`config.mk`:
```
export PLATFORM = sky130hd
export DESIGN_NAME = bsl_loader
export DESIGN_NICKNAME = d
export VERILOG_FILES = /design/src/core/bsl_pkg.sv /design/src/core/bsl_fifo.sv /design/src/core/bsl_crc32.sv /design/src/core/bsl_loader.sv
export SDC_FILE = /design/constraint.sdc
export NUM_CORES = 1
export LEC_CHECK = 0
export BUFFER_PORTS_ARGS = -buffer_cell sky130_fd_sc_hd__buf_2
export CAP_MARGIN = 20
export CORE_MARGIN = 3
export CORE_UTILIZATION = 41
export CTS_CLUSTER_DIAMETER = 80
export DETAILED_ROUTE_END_ITERATION = 7
export PLACE_DENSITY = 0.62
export SETUP_SLACK_MARGIN = 0.5
export SYNTH_ARGS = -nofsm -noshare
export SYNTH_HDL_FRONTEND = slang
export SYNTH_SLANG_ARGS = --single-unit
```
`constraint.sdc`:
```
create_clock -name clk -period 4.2 [get_ports clk]
set_input_delay 0.84 -clock clk [delete_from_list [all_inputs] [get_ports clk]]
set_output_delay 0.84 -clock clk [all_outputs]
set_load 0.01 [all_outputs]
```
`src/core/bsl_pkg.sv`:
```
package bsl_pkg;
  // core clock rate and internal reset phase
  localparam int unsigned CLK_MHZ       = 250;
  localparam int unsigned RST_PHASE_US  = 15;
  localparam int unsigned RST_PHASE_CYC = RST_PHASE_US * CLK_MHZ;
  localparam int unsigned RST_CNT_W     = 12;

  // serial flash clock is the core clock divided by this
  localparam int unsigned SPI_DIV      = 160;
  localparam int unsigned SPI_HALF_CYC = SPI_DIV / 2;
  localparam int unsigned SPI_CNT_W    = 7;
  localparam logic [7:0]  SPI_READ_CMD = 8'h03;
  localparam logic [23:0] SPI_ADDR0    = 24'h000000;
  localparam logic [5:0]  SPI_HDR_BITS = 6'h20;
  localparam logic [5:0]  SPI_BYTE_END = 6'h07;

  // image framing and check value
  localparam logic [31:0] CRC_POLY = 32'hEDB88320;
  localparam logic [31:0] CRC_INIT = 32'hFFFFFFFF;
  localparam logic [31:0] CRC_SKIP = 32'h0D15AB1E;
  localparam logic [1:0]  LAST_BYTE = 2'h3;

  // memory placement
  localparam int unsigned RAM_AW       = 14;
  localparam logic [13:0] RAM_BASE     = 14'h0000;
  localparam logic [15:0] OTP_BASE     = 16'h0000;
  localparam int unsigned SEC_BOOT_BIT = 5;

  // fifo shape
  localparam int unsigned FIFO_W = 8;
  localparam int unsigned FIFO_D = 8;

  // pll field widths and strap defaults
  localparam logic [2:0]  PLL_PDIV_00 = 3'h1;
  localparam logic [11:0] PLL_F_00  = 12'h07A;
  localparam logic [2:0]  PLL_PDIV_XX = 3'h2;
  localparam logic [11:0] PLL_F_11  = 12'h077;
  localparam logic [11:0] PLL_F_10  = 12'h031;
  localparam logic [11:0] PLL_F_01  = 12'h017;
  localparam logic [5:0]  PLL_R_DEF = 6'h00;

  // boot strap codes
  localparam logic [1:0] BS_JTAG = 2'h0;
  localparam logic [1:0] BS_RSVD = 2'h1;
  localparam logic [2:0] BS_LINK = 3'h2;
  localparam logic [2:0] BS_SPI0 = 3'h3;
  localparam logic [2:0] BS_CHAN = 3'h6;
  localparam logic [2:0] BS_SPI1 = 3'h7;
  localparam logic [4:0] LINKS_B    = 5'h01;
  localparam logic [4:0] LINKS_BEFH = 5'h1F;

  typedef enum logic [2:0] {
    SRC_JTAG, SRC_RSVD, SRC_LINK, SRC_SPI, SRC_CHAN, SRC_OTP
  } bsl_src_e;

  // multiplier default picked by the two low straps
  function automatic logic [11:0] bsl_strap_mult(input logic [1:0] s);
    unique case (s)
      2'b00:   bsl_strap_mult = PLL_F_00;
      2'b11:   bsl_strap_mult = PLL_F_11;
      2'b10:   bsl_strap_mult = PLL_F_10;
      default: bsl_strap_mult = PLL_F_01;
    endcase
  endfunction : bsl_strap_mult

  // output divider default picked by the two low straps
  function automatic logic [2:0] bsl_strap_pdiv(input logic [1:0] s);
    bsl_strap_pdiv = (s == 2'b00) ? PLL_PDIV_00 : PLL_PDIV_XX;
  endfunction : bsl_strap_pdiv
endpackage : bsl_pkg

```
`src/core/bsl_fifo.sv`:
```
`timescale 1ns/1ps
`default_nettype none
module bsl_fifo #(
  parameter int unsigned WIDTH = 8,
  parameter int unsigned DEPTH = 8
) (
  // clock and reset
  input  wire logic             clk,
  input  wire logic             reset,
  // fill side
  input  wire logic             in_valid,
  input  wire logic [WIDTH-1:0] in_data,
  output logic                  in_ready,
  // drain side
  output logic                  out_valid,
  output logic [WIDTH-1:0]      out_data,
  input  wire logic             out_ready,
  // fill level
  output logic [$clog2(DEPTH):0] level
);
  localparam int unsigned AW = $clog2(DEPTH);

  logic [WIDTH-1:0] mem [DEPTH];   // storage words
  logic [AW-1:0]    wr_ptr_ff;     // next slot to fill
  logic [AW-1:0]    rd_ptr_ff;     // next slot to drain
  logic [AW:0]      cnt_ff;        // words held
  logic             push;
  logic             pop;

  assign in_ready  = (cnt_ff != (AW+1)'(DEPTH));
  assign out_valid = (cnt_ff != '0);
  assign out_data  = mem[rd_ptr_ff];
  assign level     = cnt_ff;
  assign push      = in_valid & in_ready;
  assign pop       = out_valid & out_ready;

  // storage write, no reset needed on data
  always_ff @(posedge clk) begin
    if (push) begin
      mem[wr_ptr_ff] <= in_data;
    end
  end

  // pointers wrap naturally, depth is a power of two
  always_ff @(posedge clk) begin
    if (reset) begin
      wr_ptr_ff <= '0;
      rd_ptr_ff <= '0;
      cnt_ff    <= '0;
    end else begin
      if (push) wr_ptr_ff <= wr_ptr_ff + 1'b1;
      if (pop)  rd_ptr_ff <= rd_ptr_ff + 1'b1;
      cnt_ff <= cnt_ff + {{AW{1'b0}}, push} - {{AW{1'b0}}, pop};
    end
  end
endmodule : bsl_fifo
`default_nettype wire

```
`src/core/bsl_crc32.sv`:
```
`timescale 1ns/1ps
`default_nettype none
module bsl_crc32
  import bsl_pkg::*;
(
  // clock and reset
  input  wire logic        clk,
  input  wire logic        reset,
  // control
  input  wire logic        clear,
  input  wire logic        en,
  input  wire logic [7:0]  data,
  // running remainder, not yet inverted
  output logic [31:0]      crc
);
  logic [31:0] crc_ff;
  logic [31:0] nxt_crc;

  // reflected form: one bit per step, low bit first
  always_comb begin
    nxt_crc = crc_ff;
    for (int i = 0; i < 8; i++) begin
      if (nxt_crc[0] ^ data[i]) nxt_crc = (nxt_crc >> 1) ^ CRC_POLY;
      else                      nxt_crc = nxt_crc >> 1;
    end
  end

  // preset on clear, update per byte
  always_ff @(posedge clk) begin
    if (reset || clear) crc_ff <= CRC_INIT;
    else if (en)        crc_ff <= nxt_crc;
  end

  assign crc = crc_ff;
endmodule : bsl_crc32
`default_nettype wire

```
`src/core/bsl_loader.sv`:
```
// What this block does
// RL1 - pins undriven while chip reset held
// RL2 - internal reset phase, then pulls, then boot
// RL3 - low straps pick default pll settings
// RL4 - core ratio from multiplier and dividers
// RL5 - software keeps pll fields in range
// RL6 - software may rewrite pll settings
// RL7 - board holds straps steady through reset
// RL8 - straps x00 wait jtag, x01 reserved
// RL9 - 010 link b, 011 serial flash
// RL10 - 110 links b,e-h channel, 111 flash
// RL11 - secure bit forces otp boot
// RL12 - image: count, words, crc or skip
// RL13 - count and crc least byte first
// RL14 - load from ram base, run there
// RL15 - crc covers count and program bytes
// RL16 - reflected crc, preset ones, inverted result
// RL17 - flash read cmd, address zero, clk/160
// RL18 - flash bytes arrive low bit first
// RL19 - secure boot reads otp from zero
// RL20 - crc mismatch flags error, no run
// RL21 - boot source sampled once, held
`timescale 1ns/1ps
`default_nettype none
module bsl_loader
  import bsl_pkg::*;
(
  // clock and reset
  input  wire logic              clk,
  input  wire logic              reset,
  // straps and security
  input  wire logic              pll_strap_lo,
  input  wire logic              pll_strap_hi,
  input  wire logic [2:0]        boot_strap,
  input  wire logic [31:0]       security_reg,
  // software pll write
  input  wire logic              pll_cfg_we,
  input  wire logic [2:0]        pll_cfg_pdiv,
  input  wire logic [11:0]       pll_cfg_mult,
  input  wire logic [5:0]        pll_cfg_indiv,
  // pll settings out
  output logic [2:0]             output_divide_value_ff,
  output logic [11:0]            pll_mult_ff,
  output logic [5:0]             pll_indiv_ff,
  output logic [12:0]            core_ratio_num_ff,
  output logic [10:0]            core_ratio_den_ff,
  // pad control
  output logic                   gpio_pull_en_ff,
  output logic                   spi_oe_ff,
  output logic [4:0]             link_en_ff,
  // serial flash
  output logic                   spi_sclk_ff,
  output logic                   spi_cs_n_ff,
  output logic                   spi_mosi_ff,
  input  wire logic              spi_miso,
  // link or channel byte stream
  input  wire logic              link_valid,
  input  wire logic [7:0]        link_byte,
  output logic                   link_ready_ff,
  // otp read port
  output logic                   otp_rd_ff,
  output logic [15:0]            otp_addr_ff,
  input  wire logic              otp_rvalid,
  input  wire logic [31:0]       otp_rdata,
  // ram write port
  output logic                   ram_we_ff,
  output logic [RAM_AW-1:0]      ram_addr_ff,
  output logic [31:0]            ram_wdata_ff,
  // boot status
  output logic                   wait_jtag_ff,
  output logic                   tile1_via_tile0_ff,
  output logic                   exec_start_ff,
  output logic [RAM_AW-1:0]      exec_addr_ff,
  output logic                   boot_error_ff
);
  typedef enum logic [2:0] {
    ST_RST_PHASE, ST_DECODE, ST_WAIT_JTAG, ST_COUNT, ST_PROG, ST_CRC, ST_RUN, ST_FAIL
  } bsl_state_e;

  bsl_state_e            state_ff;        // boot sequence state
  bsl_src_e              src_ff;          // decoded boot source
  logic [RST_CNT_W-1:0]  phase_cnt_ff;    // internal reset timer
  logic                  loading;         // any image phase
  logic                  f_in_valid;      // fifo fill side
  logic [7:0]            f_in_data;
  logic                  f_in_ready;
  logic                  f_out_valid;     // fifo drain side
  logic [7:0]            f_out_data;
  logic [3:0]            f_level;
  logic                  pop;
  logic [1:0]            byte_idx_ff;     // byte within word
  logic [31:0]           word_ff;         // assembled word
  logic [31:0]           word_now;        // word incl. current byte
  logic                  word_done;
  logic [31:0]           words_left_ff;   // program words to go
  logic [31:0]           crc_run;
  logic                  crc_ok;
  // flash engine
  logic [SPI_CNT_W-1:0]  spi_cnt_ff;
  logic                  spi_tick;
  logic [5:0]            spi_bits_ff;
  logic [31:0]           spi_sh_ff;
  logic                  spi_hdr_ff;      // sending command/address
  logic [7:0]            spi_rx_ff;
  logic                  spi_push;
  // otp engine
  logic                  otp_pend_ff;
  logic                  otp_have_ff;
  logic [31:0]           otp_word_ff;
  logic [1:0]            otp_idx_ff;

  assign loading   = (state_ff == ST_COUNT) || (state_ff == ST_PROG) || (state_ff == ST_CRC);
  assign pop       = f_out_valid & loading;
  assign word_now  = {f_out_data, word_ff[31:8]};  // RL13
  assign word_done = pop && (byte_idx_ff == LAST_BYTE);
  assign crc_ok    = (word_now == CRC_SKIP) || (word_now == ~crc_run);  // RL12 RL16
  assign spi_tick  = (spi_cnt_ff == SPI_CNT_W'(SPI_HALF_CYC - 1));  // RL17

  // byte source selected by the held boot source
  always_comb begin
    f_in_valid = 1'b0;
    f_in_data  = link_byte;
    unique case (src_ff)
      SRC_SPI: begin
        f_in_valid = spi_push;
        f_in_data  = {spi_miso, spi_rx_ff[7:1]};  // RL18
      end
      SRC_OTP: begin
        f_in_valid = loading & otp_have_ff;
        f_in_data  = otp_word_ff[8*otp_idx_ff +: 8];
      end
      SRC_LINK, SRC_CHAN: f_in_valid = loading & link_valid & link_ready_ff;
      default: f_in_valid = 1'b0;
    endcase
  end

  // bytes wait here; a full fifo stalls flash clock, link ready and otp reads
  bsl_fifo #(.WIDTH(FIFO_W), .DEPTH(FIFO_D)) u_fifo (
    .clk       (clk),
    .reset     (reset),
    .in_valid  (f_in_valid),
    .in_data   (f_in_data),
    .in_ready  (f_in_ready),
    .out_valid (f_out_valid),
    .out_data  (f_out_data),
    .out_ready (loading),
    .level     (f_level)
  );

  // check covers count and program bytes only
  bsl_crc32 u_crc (
    .clk   (clk),
    .reset (reset),
    .clear (state_ff == ST_DECODE),
    .en    (pop && (state_ff != ST_CRC)),  // RL15
    .data  (f_out_data),
    .crc   (crc_run)
  );

  // boot sequence
  always_ff @(posedge clk) begin
    if (reset) begin
      state_ff      <= ST_RST_PHASE;
      phase_cnt_ff  <= '0;
      words_left_ff <= '0;
    end else begin
      unique case (state_ff)
        ST_RST_PHASE: begin
          phase_cnt_ff <= phase_cnt_ff + 1'b1;
          if (phase_cnt_ff == RST_CNT_W'(RST_PHASE_CYC - 1)) state_ff <= ST_DECODE;  // RL2
        end
        ST_DECODE: begin
          if (src_ff == SRC_JTAG)      state_ff <= ST_WAIT_JTAG;  // RL8
          else if (src_ff == SRC_RSVD) state_ff <= ST_FAIL;
          else                         state_ff <= ST_COUNT;
        end
        ST_COUNT: if (word_done) begin
          words_left_ff <= word_now;
          state_ff      <= (word_now == '0) ? ST_CRC : ST_PROG;  // RL12
        end
        ST_PROG: if (word_done) begin
          words_left_ff <= words_left_ff - 1'b1;
          if (words_left_ff == 32'h1) state_ff <= ST_CRC;
        end
        ST_CRC: if (word_done) state_ff <= crc_ok ? ST_RUN : ST_FAIL;  // RL20
        ST_WAIT_JTAG, ST_RUN, ST_FAIL: state_ff <= state_ff;
      endcase
    end
  end

  // straps sampled once at the end of the reset phase; straps must be steady by then
  always_ff @(posedge clk) begin
    if (reset) begin
      src_ff             <= SRC_JTAG;
      link_en_ff         <= '0;
      tile1_via_tile0_ff <= 1'b0;
    end else if (state_ff == ST_RST_PHASE && phase_cnt_ff == RST_CNT_W'(RST_PHASE_CYC - 1)) begin  // RL21 RL7
      tile1_via_tile0_ff <= !boot_strap[2] && boot_strap[1];  // RL9
      link_en_ff         <= '0;
      if (security_reg[SEC_BOOT_BIT])       src_ff <= SRC_OTP;   // RL11
      else if (boot_strap[1:0] == BS_JTAG)  src_ff <= SRC_JTAG;  // RL8
      else if (boot_strap[1:0] == BS_RSVD)  src_ff <= SRC_RSVD;
      else if (boot_strap == BS_LINK) begin
        src_ff     <= SRC_LINK;  // RL9
        link_en_ff <= LINKS_B;
      end else if (boot_strap == BS_CHAN) begin
        src_ff     <= SRC_CHAN;  // RL10
        link_en_ff <= LINKS_BEFH;
      end else                              src_ff <= SRC_SPI;   // RL9 RL10
    end
  end

  // pll settings: strap defaults, then software writes
  always_ff @(posedge clk) begin
    if (reset) begin
      output_divide_value_ff <= PLL_PDIV_00;
      pll_mult_ff            <= PLL_F_00;
      pll_indiv_ff           <= PLL_R_DEF;
    end else if (state_ff == ST_RST_PHASE) begin
      output_divide_value_ff <= bsl_strap_pdiv({pll_strap_hi, pll_strap_lo});  // RL3
      pll_mult_ff            <= bsl_strap_mult({pll_strap_hi, pll_strap_lo});  // RL3
      pll_indiv_ff           <= PLL_R_DEF;
    end else if (pll_cfg_we) begin
      // range limits are software's job, fields are stored as given
      output_divide_value_ff <= pll_cfg_pdiv;   // RL6 RL5
      pll_mult_ff            <= pll_cfg_mult;   // RL6
      pll_indiv_ff           <= pll_cfg_indiv;  // RL6
    end
  end

  // core clock ratio, fosc * num / den
  always_ff @(posedge clk) begin
    if (reset) begin
      core_ratio_num_ff <= '0;
      core_ratio_den_ff <= '0;
    end else begin
      core_ratio_num_ff <= {1'b0, pll_mult_ff} + 13'h0001;  // RL4
      core_ratio_den_ff <= {({4'h0, pll_indiv_ff} + 10'h001) * ({7'h00, output_divide_value_ff} + 10'h001), 1'b0};  // RL4
    end
  end

  // pad state: nothing driven in reset or during the internal phase
  always_ff @(posedge clk) begin
    if (reset) begin
      gpio_pull_en_ff <= 1'b0;  // RL1
      spi_oe_ff       <= 1'b0;  // RL1
      link_ready_ff   <= 1'b0;
    end else begin
      gpio_pull_en_ff <= (state_ff != ST_RST_PHASE);  // RL2
      spi_oe_ff       <= (state_ff != ST_RST_PHASE) && (src_ff == SRC_SPI);
      // two free slots kept since this flag lags the fill level by a cycle
      link_ready_ff   <= loading && (src_ff == SRC_LINK || src_ff == SRC_CHAN) &&
                         (f_level <= 4'(FIFO_D - 2));
    end
  end

  // flash divider, free running
  always_ff @(posedge clk) begin
    if (reset || spi_tick) spi_cnt_ff <= '0;
    else                   spi_cnt_ff <= spi_cnt_ff + 1'b1;
  end

  // flash master, mode 0: sample on rise, shift on fall
  always_ff @(posedge clk) begin
    spi_push <= 1'b0;
    if (reset || state_ff == ST_DECODE || !(loading && src_ff == SRC_SPI)) begin
      spi_sclk_ff <= 1'b0;
      spi_cs_n_ff <= 1'b1;
      spi_mosi_ff <= SPI_READ_CMD[7];
      spi_sh_ff   <= {SPI_READ_CMD, SPI_ADDR0};  // RL17
      spi_bits_ff <= '0;
      spi_hdr_ff  <= 1'b1;
      spi_rx_ff   <= '0;
      spi_push    <= 1'b0;
    end else begin
      spi_cs_n_ff <= 1'b0;
      if (spi_tick && !spi_sclk_ff) begin
        // a new byte starts only with room for it: clock held low otherwise
        if (spi_hdr_ff || spi_bits_ff != '0 || f_in_ready) begin
          spi_sclk_ff <= 1'b1;
          if (spi_hdr_ff) begin
            spi_bits_ff <= spi_bits_ff + 1'b1;
          end else if (spi_bits_ff == SPI_BYTE_END) begin
            spi_push    <= 1'b1;
            spi_bits_ff <= '0;
          end else begin
            spi_rx_ff   <= {spi_miso, spi_rx_ff[7:1]};  // RL18
            spi_bits_ff <= spi_bits_ff + 1'b1;
          end
        end
      end else if (spi_tick && spi_sclk_ff) begin
        spi_sclk_ff <= 1'b0;
        if (spi_hdr_ff) begin
          spi_sh_ff   <= {spi_sh_ff[30:0], 1'b0};
          spi_mosi_ff <= spi_sh_ff[30];
          if (spi_bits_ff == SPI_HDR_BITS) begin
            spi_hdr_ff  <= 1'b0;
            spi_bits_ff <= '0;
          end
        end
      end
    end
  end

  // otp reader: one word at a time, split low byte first
  always_ff @(posedge clk) begin
    otp_rd_ff <= 1'b0;
    if (reset || state_ff == ST_DECODE) begin
      otp_addr_ff <= OTP_BASE;  // RL19
      otp_pend_ff <= 1'b0;
      otp_have_ff <= 1'b0;
      otp_word_ff <= '0;
      otp_idx_ff  <= '0;
    end else if (loading && src_ff == SRC_OTP) begin
      if (!otp_have_ff && !otp_pend_ff) begin
        otp_rd_ff   <= 1'b1;
        otp_pend_ff <= 1'b1;
      end
      if (otp_pend_ff && otp_rvalid) begin
        otp_word_ff <= otp_rdata;
        otp_have_ff <= 1'b1;
        otp_pend_ff <= 1'b0;
      end
      if (otp_have_ff && f_in_ready) begin
        otp_idx_ff <= otp_idx_ff + 1'b1;
        if (otp_idx_ff == LAST_BYTE) begin
          otp_have_ff <= 1'b0;
          otp_addr_ff <= otp_addr_ff + 1'b1;
        end
      end
    end
  end

  // word assembly, least byte first
  always_ff @(posedge clk) begin
    if (reset || state_ff == ST_DECODE) begin
      byte_idx_ff <= '0;
      word_ff     <= '0;
    end else if (pop) begin
      byte_idx_ff <= byte_idx_ff + 1'b1;
      word_ff     <= word_now;  // RL13
    end
  end

  // ram writes from the base upward
  always_ff @(posedge clk) begin
    if (reset || state_ff == ST_DECODE) begin
      ram_we_ff    <= 1'b0;
      ram_addr_ff  <= RAM_BASE;  // RL14
      ram_wdata_ff <= '0;
    end else begin
      ram_we_ff <= word_done && (state_ff == ST_PROG);
      if (ram_we_ff) ram_addr_ff <= ram_addr_ff + 1'b1;
      if (word_done) ram_wdata_ff <= word_now;
    end
  end

  // outcome
  always_ff @(posedge clk) begin
    if (reset) begin
      exec_start_ff <= 1'b0;
      exec_addr_ff  <= RAM_BASE;
      boot_error_ff <= 1'b0;
      wait_jtag_ff  <= 1'b0;
    end else begin
      exec_start_ff <= (state_ff == ST_CRC) && word_done && crc_ok;  // RL14
      exec_addr_ff  <= RAM_BASE;                                     // RL14
      boot_error_ff <= boot_error_ff || ((state_ff == ST_CRC) && word_done && !crc_ok) ||
                       ((state_ff == ST_DECODE) && (src_ff == SRC_RSVD));  // RL20
      wait_jtag_ff  <= (state_ff == ST_WAIT_JTAG);  // RL8
    end
  end

  property p_quiet_in_phase;
    @(posedge clk) disable iff (reset)
    (state_ff == ST_RST_PHASE) |-> (!spi_oe_ff && !gpio_pull_en_ff && !otp_rd_ff && link_en_ff == '0);
  endproperty
  a_quiet_in_phase: assert property (p_quiet_in_phase) else $error("pins active in reset phase");  // RL1
  property p_pull_timing;
    @(posedge clk) disable iff (reset)
    $rose(gpio_pull_en_ff) |-> ($past(state_ff, 2) == ST_RST_PHASE) && ($past(state_ff) == ST_DECODE);
  endproperty
  a_pull_timing: assert property (p_pull_timing) else $error("pulls enabled at wrong time");  // RL2
  property p_strap_pll;
    @(posedge clk) disable iff (reset)
    (state_ff == ST_DECODE) |-> (pll_mult_ff == bsl_strap_mult($past({pll_strap_hi, pll_strap_lo})) &&
                                 output_divide_value_ff == bsl_strap_pdiv($past({pll_strap_hi, pll_strap_lo})) &&
                                 pll_indiv_ff == PLL_R_DEF);
  endproperty
  a_strap_pll: assert property (p_strap_pll) else $error("pll defaults not from straps");  // RL3
  property p_sw_pll;
    @(posedge clk) disable iff (reset)
    (pll_cfg_we && state_ff != ST_RST_PHASE) |=> (pll_mult_ff == $past(pll_cfg_mult) &&
                                                  pll_indiv_ff == $past(pll_cfg_indiv));
  endproperty
  a_sw_pll: assert property (p_sw_pll) else $error("pll write lost");  // RL6
  property p_secure;
    @(posedge clk) disable iff (reset)
    (state_ff == ST_DECODE && $past(security_reg[SEC_BOOT_BIT])) |-> (src_ff == SRC_OTP);
  endproperty
  a_secure: assert property (p_secure) else $error("secure boot not from otp");  // RL11
  property p_src_held;
    @(posedge clk) disable iff (reset)
    (state_ff != ST_RST_PHASE && $past(state_ff) != ST_RST_PHASE) |-> $stable(src_ff);
  endproperty
  a_src_held: assert property (p_src_held) else $error("boot source changed");  // RL21
  property p_jtag_wait;
    @(posedge clk) disable iff (reset)
    (state_ff == ST_DECODE && src_ff == SRC_JTAG) |=> ##1 (wait_jtag_ff && !exec_start_ff && !spi_oe_ff);
  endproperty
  a_jtag_wait: assert property (p_jtag_wait) else $error("jtag wait not entered");  // RL8
  property p_exec_addr;
    @(posedge clk) disable iff (reset)
    exec_start_ff |-> (exec_addr_ff == RAM_BASE && !boot_error_ff && $past(state_ff) == ST_CRC);
  endproperty
  a_exec_addr: assert property (p_exec_addr) else $error("run from wrong place");  // RL14
  property p_crc_fail;
    @(posedge clk) disable iff (reset)
    (state_ff == ST_CRC && word_done && word_now != CRC_SKIP && word_now != ~crc_run)
      |=> (boot_error_ff && !exec_start_ff) [*2];
  endproperty
  a_crc_fail: assert property (p_crc_fail) else $error("bad crc not flagged");  // RL20
  property p_spi_half;
    @(posedge clk) disable iff (reset)
    $rose(spi_sclk_ff) |-> $past(spi_cnt_ff) == SPI_CNT_W'(SPI_HALF_CYC - 1);
  endproperty
  a_spi_half: assert property (p_spi_half) else $error("flash clock off divider");  // RL17
endmodule : bsl_loader
`default_nettype wire

```
==> impl_summary.log <==
[metrics] outcome: completed
[metrics] final antenna-violating net count: 0
[metrics] clock edge transition at the registers on the reported setup and hold paths: 0.06 ns
[metrics] largest net degree at the start of global routing: 74
[metrics] first-pass GRT wire length: 68800 um
[metrics] stage delay of the slowest cell on the critical path: 0.50 ns
[metrics] TritonCTS buffer count: 42
[metrics] Core Rows: 74
[metrics] worst path buffer plus inverter count: 1
[metrics] DPL Wire Length: 30200 um
[metrics] summed instance area of the synthesized netlist: between 15000 and 20000 um^2
[metrics] Initial Util: 42.1%
[metrics] Final Max Slew Viols: 0
[metrics] routability cong.: 0.822
[metrics] gr usage total: between 10% and 20%
[metrics] type of the worst min-delay path: reg2reg
[metrics] number of H-tree levels: 2
[metrics] share of synthesized area spent on multiplexers: 5.81%
[metrics] crit path time final: 3.59 ns
[metrics] dominant delay contributor by cell family on the critical path: adder cells
[metrics] synthesized instance count: 1861
[metrics] share of Yosys cell area claimed by the top area cell type: 35.2%
[metrics] CP Cell Sequence: ha_1 -> xnor2_2 -> nand2b_1 -> fa_1 -> inv_1 -> fa_1 -> ha_1 -> a21o_1 -> a21oi_2 -> o21bai_1 -> a21oi_2 -> o21bai_1 -> a21oi_1 -> xnor2_1 -> nor2_1
[metrics] number of antenna violations at the first check in global routing: 2
[metrics] cell with the largest stage delay on the worst path: sky130_fd_sc_hd__fa_1
[metrics] startpoint of the worst setup timing path: output_divide_value_ff[0]
[metrics] via count of the first global-routing pass: about 13k
[metrics] synthesized-area fraction occupied by xor and xnor cells: under 10%
[metrics] post-synthesis sequential area ratio: 46.2%
[metrics] ratio of total power to cell area: 385 nW/um^2
[metrics] DR vias/cell: ~5.3
[metrics] Tot Pwr: 7840 uW
[metrics] fraction of final layout cells with drive strength greater than 1: approximately 18%
[metrics] type of origin of the critical path: flip-flop
[metrics] Yosys warnings: 0
[metrics] setup-violating endpoint count in the final report: 0
[metrics] nets@finish: 2182
[metrics] worst reg2reg path startpoint: output_divide_value_ff[0]
[metrics] setup total negative slack: 0 ns
[metrics] Die Span X: approximately 210 um
[metrics] share of synthesized cell area in and, or, nand and nor gates: between 10% and 20%
[metrics] required time of the critical path: 4.63 ns
[metrics] ys async rst share: 0%
[metrics] crit share post-route: between 80 and 90%
[metrics] switching power as a share of total power: about 22%
[metrics] hold violation total from the final report: 0
[metrics] number of storage elements in the synthesis netlist: 370
[metrics] starting DRC count in detailed routing: 1007
[metrics] CTS tree: done
[metrics] distinct cell type count of the synthesized netlist: 70
[metrics] crit path kind: reg2reg
[metrics] largest family of logic cells by synthesized area: simple AND/OR/NAND/NOR gates
[metrics] DRC violations left: 0
[metrics] total iterations of the first detailed-routing run: 5
[metrics] Clock Tree Buf Depth: 3
[metrics] critical path depth: 15
[metrics] wire length on met3: between 2000 and 3000 um
[metrics] number of input and output port buffers inserted: 195
[metrics] fraction of power consumed by combinational cells: around 4.8%
[metrics] signed area change from the synthesized netlist to the final layout: 16.9%
[metrics] detailed-route via count: 13.7k
[metrics] Rel. slew slack: 37.8%
[metrics] Setup Skew: 0.0241 ns
[metrics] compound-cell area share of the yosys netlist: 11.6%
[metrics] reg2reg path depth: 15
[metrics] adder-cell share of the synthesized area: 4.21%
[metrics] Slew @ Worst Pin: 0.931 ns
[metrics] I/O pin total: around 240
[metrics] part of the power in registers: 47.1%
[metrics] Switch Pwr: 1760 uW
[metrics] wirelength, routed: between 40000 and 50000 um
[metrics] synthesized area per cell: 9.36 um^2
[metrics] critical path capture point: core_ratio_den_ff[10]
[metrics] setup repair after global routing missed its margin: yes
[metrics] total gr overflow: 0
[metrics] category of the worst setup path capture point: flip-flop
[metrics] Post-synth EDFFs: 64
[metrics] number of fill cells: 3868
[metrics] die span in y: approximately 210 um
[metrics] most repeated cell in the gate-level netlist after synthesis: sky130_fd_sc_hd__dfxtp_1
[metrics] worst setup slack for register-to-register paths: 0.61 ns
[metrics] cell type contributing the most total cell area after synthesis: sky130_fd_sc_hd__dfxtp_1
[metrics] cell at the root of the clock tree: sky130_fd_sc_hd__clkbuf_16
[metrics] static power due to leakage: 0.00793 uW
[metrics] share of power burned in the clock network: 48.0%
[metrics] signal arrival time at the worst endpoint: approximately 4.0 ns
[metrics] Max Cap Viol: 0
[metrics] Worst IR Drop VDD: approximately 270 uV
[metrics] uppermost metal layer occupied by signal nets: met5
[metrics] leading cell types by total area after synthesis: sky130_fd_sc_hd__dfxtp_1, sky130_fd_sc_hd__edfxtp_1, sky130_fd_sc_hd__nand2_1
[metrics] M1 WL: 19500 um
[metrics] ranking of synthesized cells by instance count: sky130_fd_sc_hd__dfxtp_1, sky130_fd_sc_hd__nand2_1, sky130_fd_sc_hd__nor2_1, sky130_fd_sc_hd__a21oi_1, sky130_fd_sc_hd__clkbuf_1
[metrics] Floorplan Core Area: 41400 um^2
[metrics] capture instance of the worst register-to-register path: core_ratio_den_ff[10]
[metrics] DIE AREA: 45000 um^2
[metrics] wire length per cell: 16.8 um
[metrics] CP Max Fanout: 11
[metrics] Met2 Routed Length: 20200 um
[metrics] timing-limited maximum frequency: 0.279 GHz
[metrics] Clk Latency, worst-skew pair: 0.58 ns
[metrics] Internal Dissipation: a little over 6000 uW
[metrics] top_reg_cell synth: sky130_fd_sc_hd__dfxtp_1
[metrics] number of clock sinks seen by CTS: 370
## metal layers
metal | track usage (%) | vias up
li1 | - | 6766
met1 | 25.2 | 6510
met2 | 30.8 | 367
met3 | 3.84 | 64
met4 | 6.07 | 4
met5 | 0 | -
## cell type report
| class | instances | area (um^2) | share of cell area, % |
|---|---|---|---|
| flip-flops and latches | 370 | 8050 | 39.5 |
| repair buffers | 233 | 1280 | 6.26 |
| diodes | 1 | 2.50 | 0.0123 |
| inverters | 43 | 161 | 0.792 |
| multi-input cells | 1336 | 8780 | 43.1 |
| clock inverters | 14 | 214 | 1.05 |
| well taps | 532 | 666 | 3.27 |
| clock buffers | 60 | 1220 | 5.99 |
## how the worst min path moves through the flow
stage,startpoint,slack [ns],end,cells past startpoint
after floorplan,spi_cnt_ff[0],0.41,spi_cnt_ff[0],1
after global placement,spi_cnt_ff[0],0.43,spi_cnt_ff[0],1
after detailed placement,spi_cnt_ff[0],0.44,spi_cnt_ff[0],1
after CTS,spi_cnt_ff[0],0.45,spi_cnt_ff[0],1
after global routing,otp_word_ff[19],0.47,otp_word_ff[19],2
final,spi_cnt_ff[0],0.45,spi_cnt_ff[0],1
## power groups by stage
stage	combinational, uW	sequential [uW]	clock (uW)
after detailed placement	370	3770	0
after CTS	373	3700	3860
final	378	3700	3770
after global routing	421	3700	4010
after floorplan	233	3770	0
after global placement	365	3770	0
## registers in the layout, summed over array words and instances, names as in the netlist, 7 cells and up, named ones only
| signal | count |
|---|---|
| pll_mult_ff | 12 |
| spi_sh_ff | 7 |
| u_fifo.mem | 64 |
| core_ratio_num_ff | 13 |
| u_crc.crc | 32 |
| spi_rx_ff | 7 |
| phase_cnt_ff | 12 |
| word_ff | 24 |
| ram_wdata_ff | 32 |
| core_ratio_den_ff | 10 |
| ram_addr_ff | 14 |
| otp_addr_ff | 16 |
| spi_cnt_ff | 7 |
| words_left_ff | 32 |
| otp_word_ff | 32 |
## cell families (layout without fill, tap and decap cells)
| logic type | count (synthesis) | count (layout) |
|---|---|---|
| simple gates | 697 | 697 |
| other cells | 1 | 16 |
| mux | 63 | 63 |
| compound gates | 337 | 337 |
| xor+xnor | 172 | 172 |
| flops | 370 | 370 |
| buf+inv | 169 | 350 |
| fa+ha+maj | 52 | 52 |
## through the flow
step | utilization [%] | cells | hold WS [ns] | setup slack [ns] | cell area [um^2]
after floorplan | - | 1875 | 0.413 | 0.551 | 17500
after global placement | 45.6 | 2512 | 0.429 | 0.404 | 18900
after detailed placement | 45.6 | 2512 | 0.440 | 0.345 | 18900
after CTS | 49.0 | 2586 | 0.448 | 0.517 | 20300
after global routing | 49.2 | 2588 | 0.467 | 0.448 | 20400
final | 49.2 | 2589 | 0.449 | 0.615 | 20400
## placed cells by master (no fill, tap or decap), types with 17 or more instances in the layout
| cell type | netlist | routed |
|---|---|---|
| sky130_fd_sc_hd__dfxtp_1 | 306 | 304 |
| sky130_fd_sc_hd__nand2_1 | 249 | 249 |
| sky130_fd_sc_hd__nor2_1 | 208 | 205 |
| sky130_fd_sc_hd__buf_2 | 0 | 194 |
| sky130_fd_sc_hd__a21oi_1 | 152 | 150 |
| sky130_fd_sc_hd__xnor2_1 | 83 | 81 |
| sky130_fd_sc_hd__xor2_1 | 76 | 74 |
| sky130_fd_sc_hd__edfxtp_1 | 64 | 64 |
| sky130_fd_sc_hd__inv_1 | 43 | 43 |
| sky130_fd_sc_hd__o21ai_0 | 46 | 43 |
| sky130_fd_sc_hd__clkbuf_16 | 0 | 42 |
| sky130_fd_sc_hd__ha_1 | 41 | 39 |
| sky130_fd_sc_hd__nand3_1 | 38 | 38 |
| sky130_fd_sc_hd__buf_4 | 20 | 38 |
| sky130_fd_sc_hd__nor3_1 | 37 | 36 |
| sky130_fd_sc_hd__a211oi_1 | 34 | 34 |
| sky130_fd_sc_hd__mux2i_1 | 34 | 34 |
| sky130_fd_sc_hd__o22ai_1 | 27 | 27 |
| sky130_fd_sc_hd__o211ai_1 | 25 | 25 |
| sky130_fd_sc_hd__nor4_1 | 24 | 24 |
| sky130_fd_sc_hd__nand4_1 | 24 | 24 |
| sky130_fd_sc_hd__nor2b_1 | 22 | 21 |
| sky130_fd_sc_hd__mux4_2 | 19 | 19 |
| sky130_fd_sc_hd__nand2b_1 | 17 | 17 |
| sky130_fd_sc_hd__and3_1 | 17 | 17 |
## timing repair
| action | CTS | global route |
|---|---|---|
| setup endpoints to repair | 2 | 2 |
| hold buffers | 0 | 0 |
| resized for setup | 3 | 12 |
| pin swaps | 0 | 3 |
| setup buffers | 0 | 2 |
(Power assumes the default switching activity.)
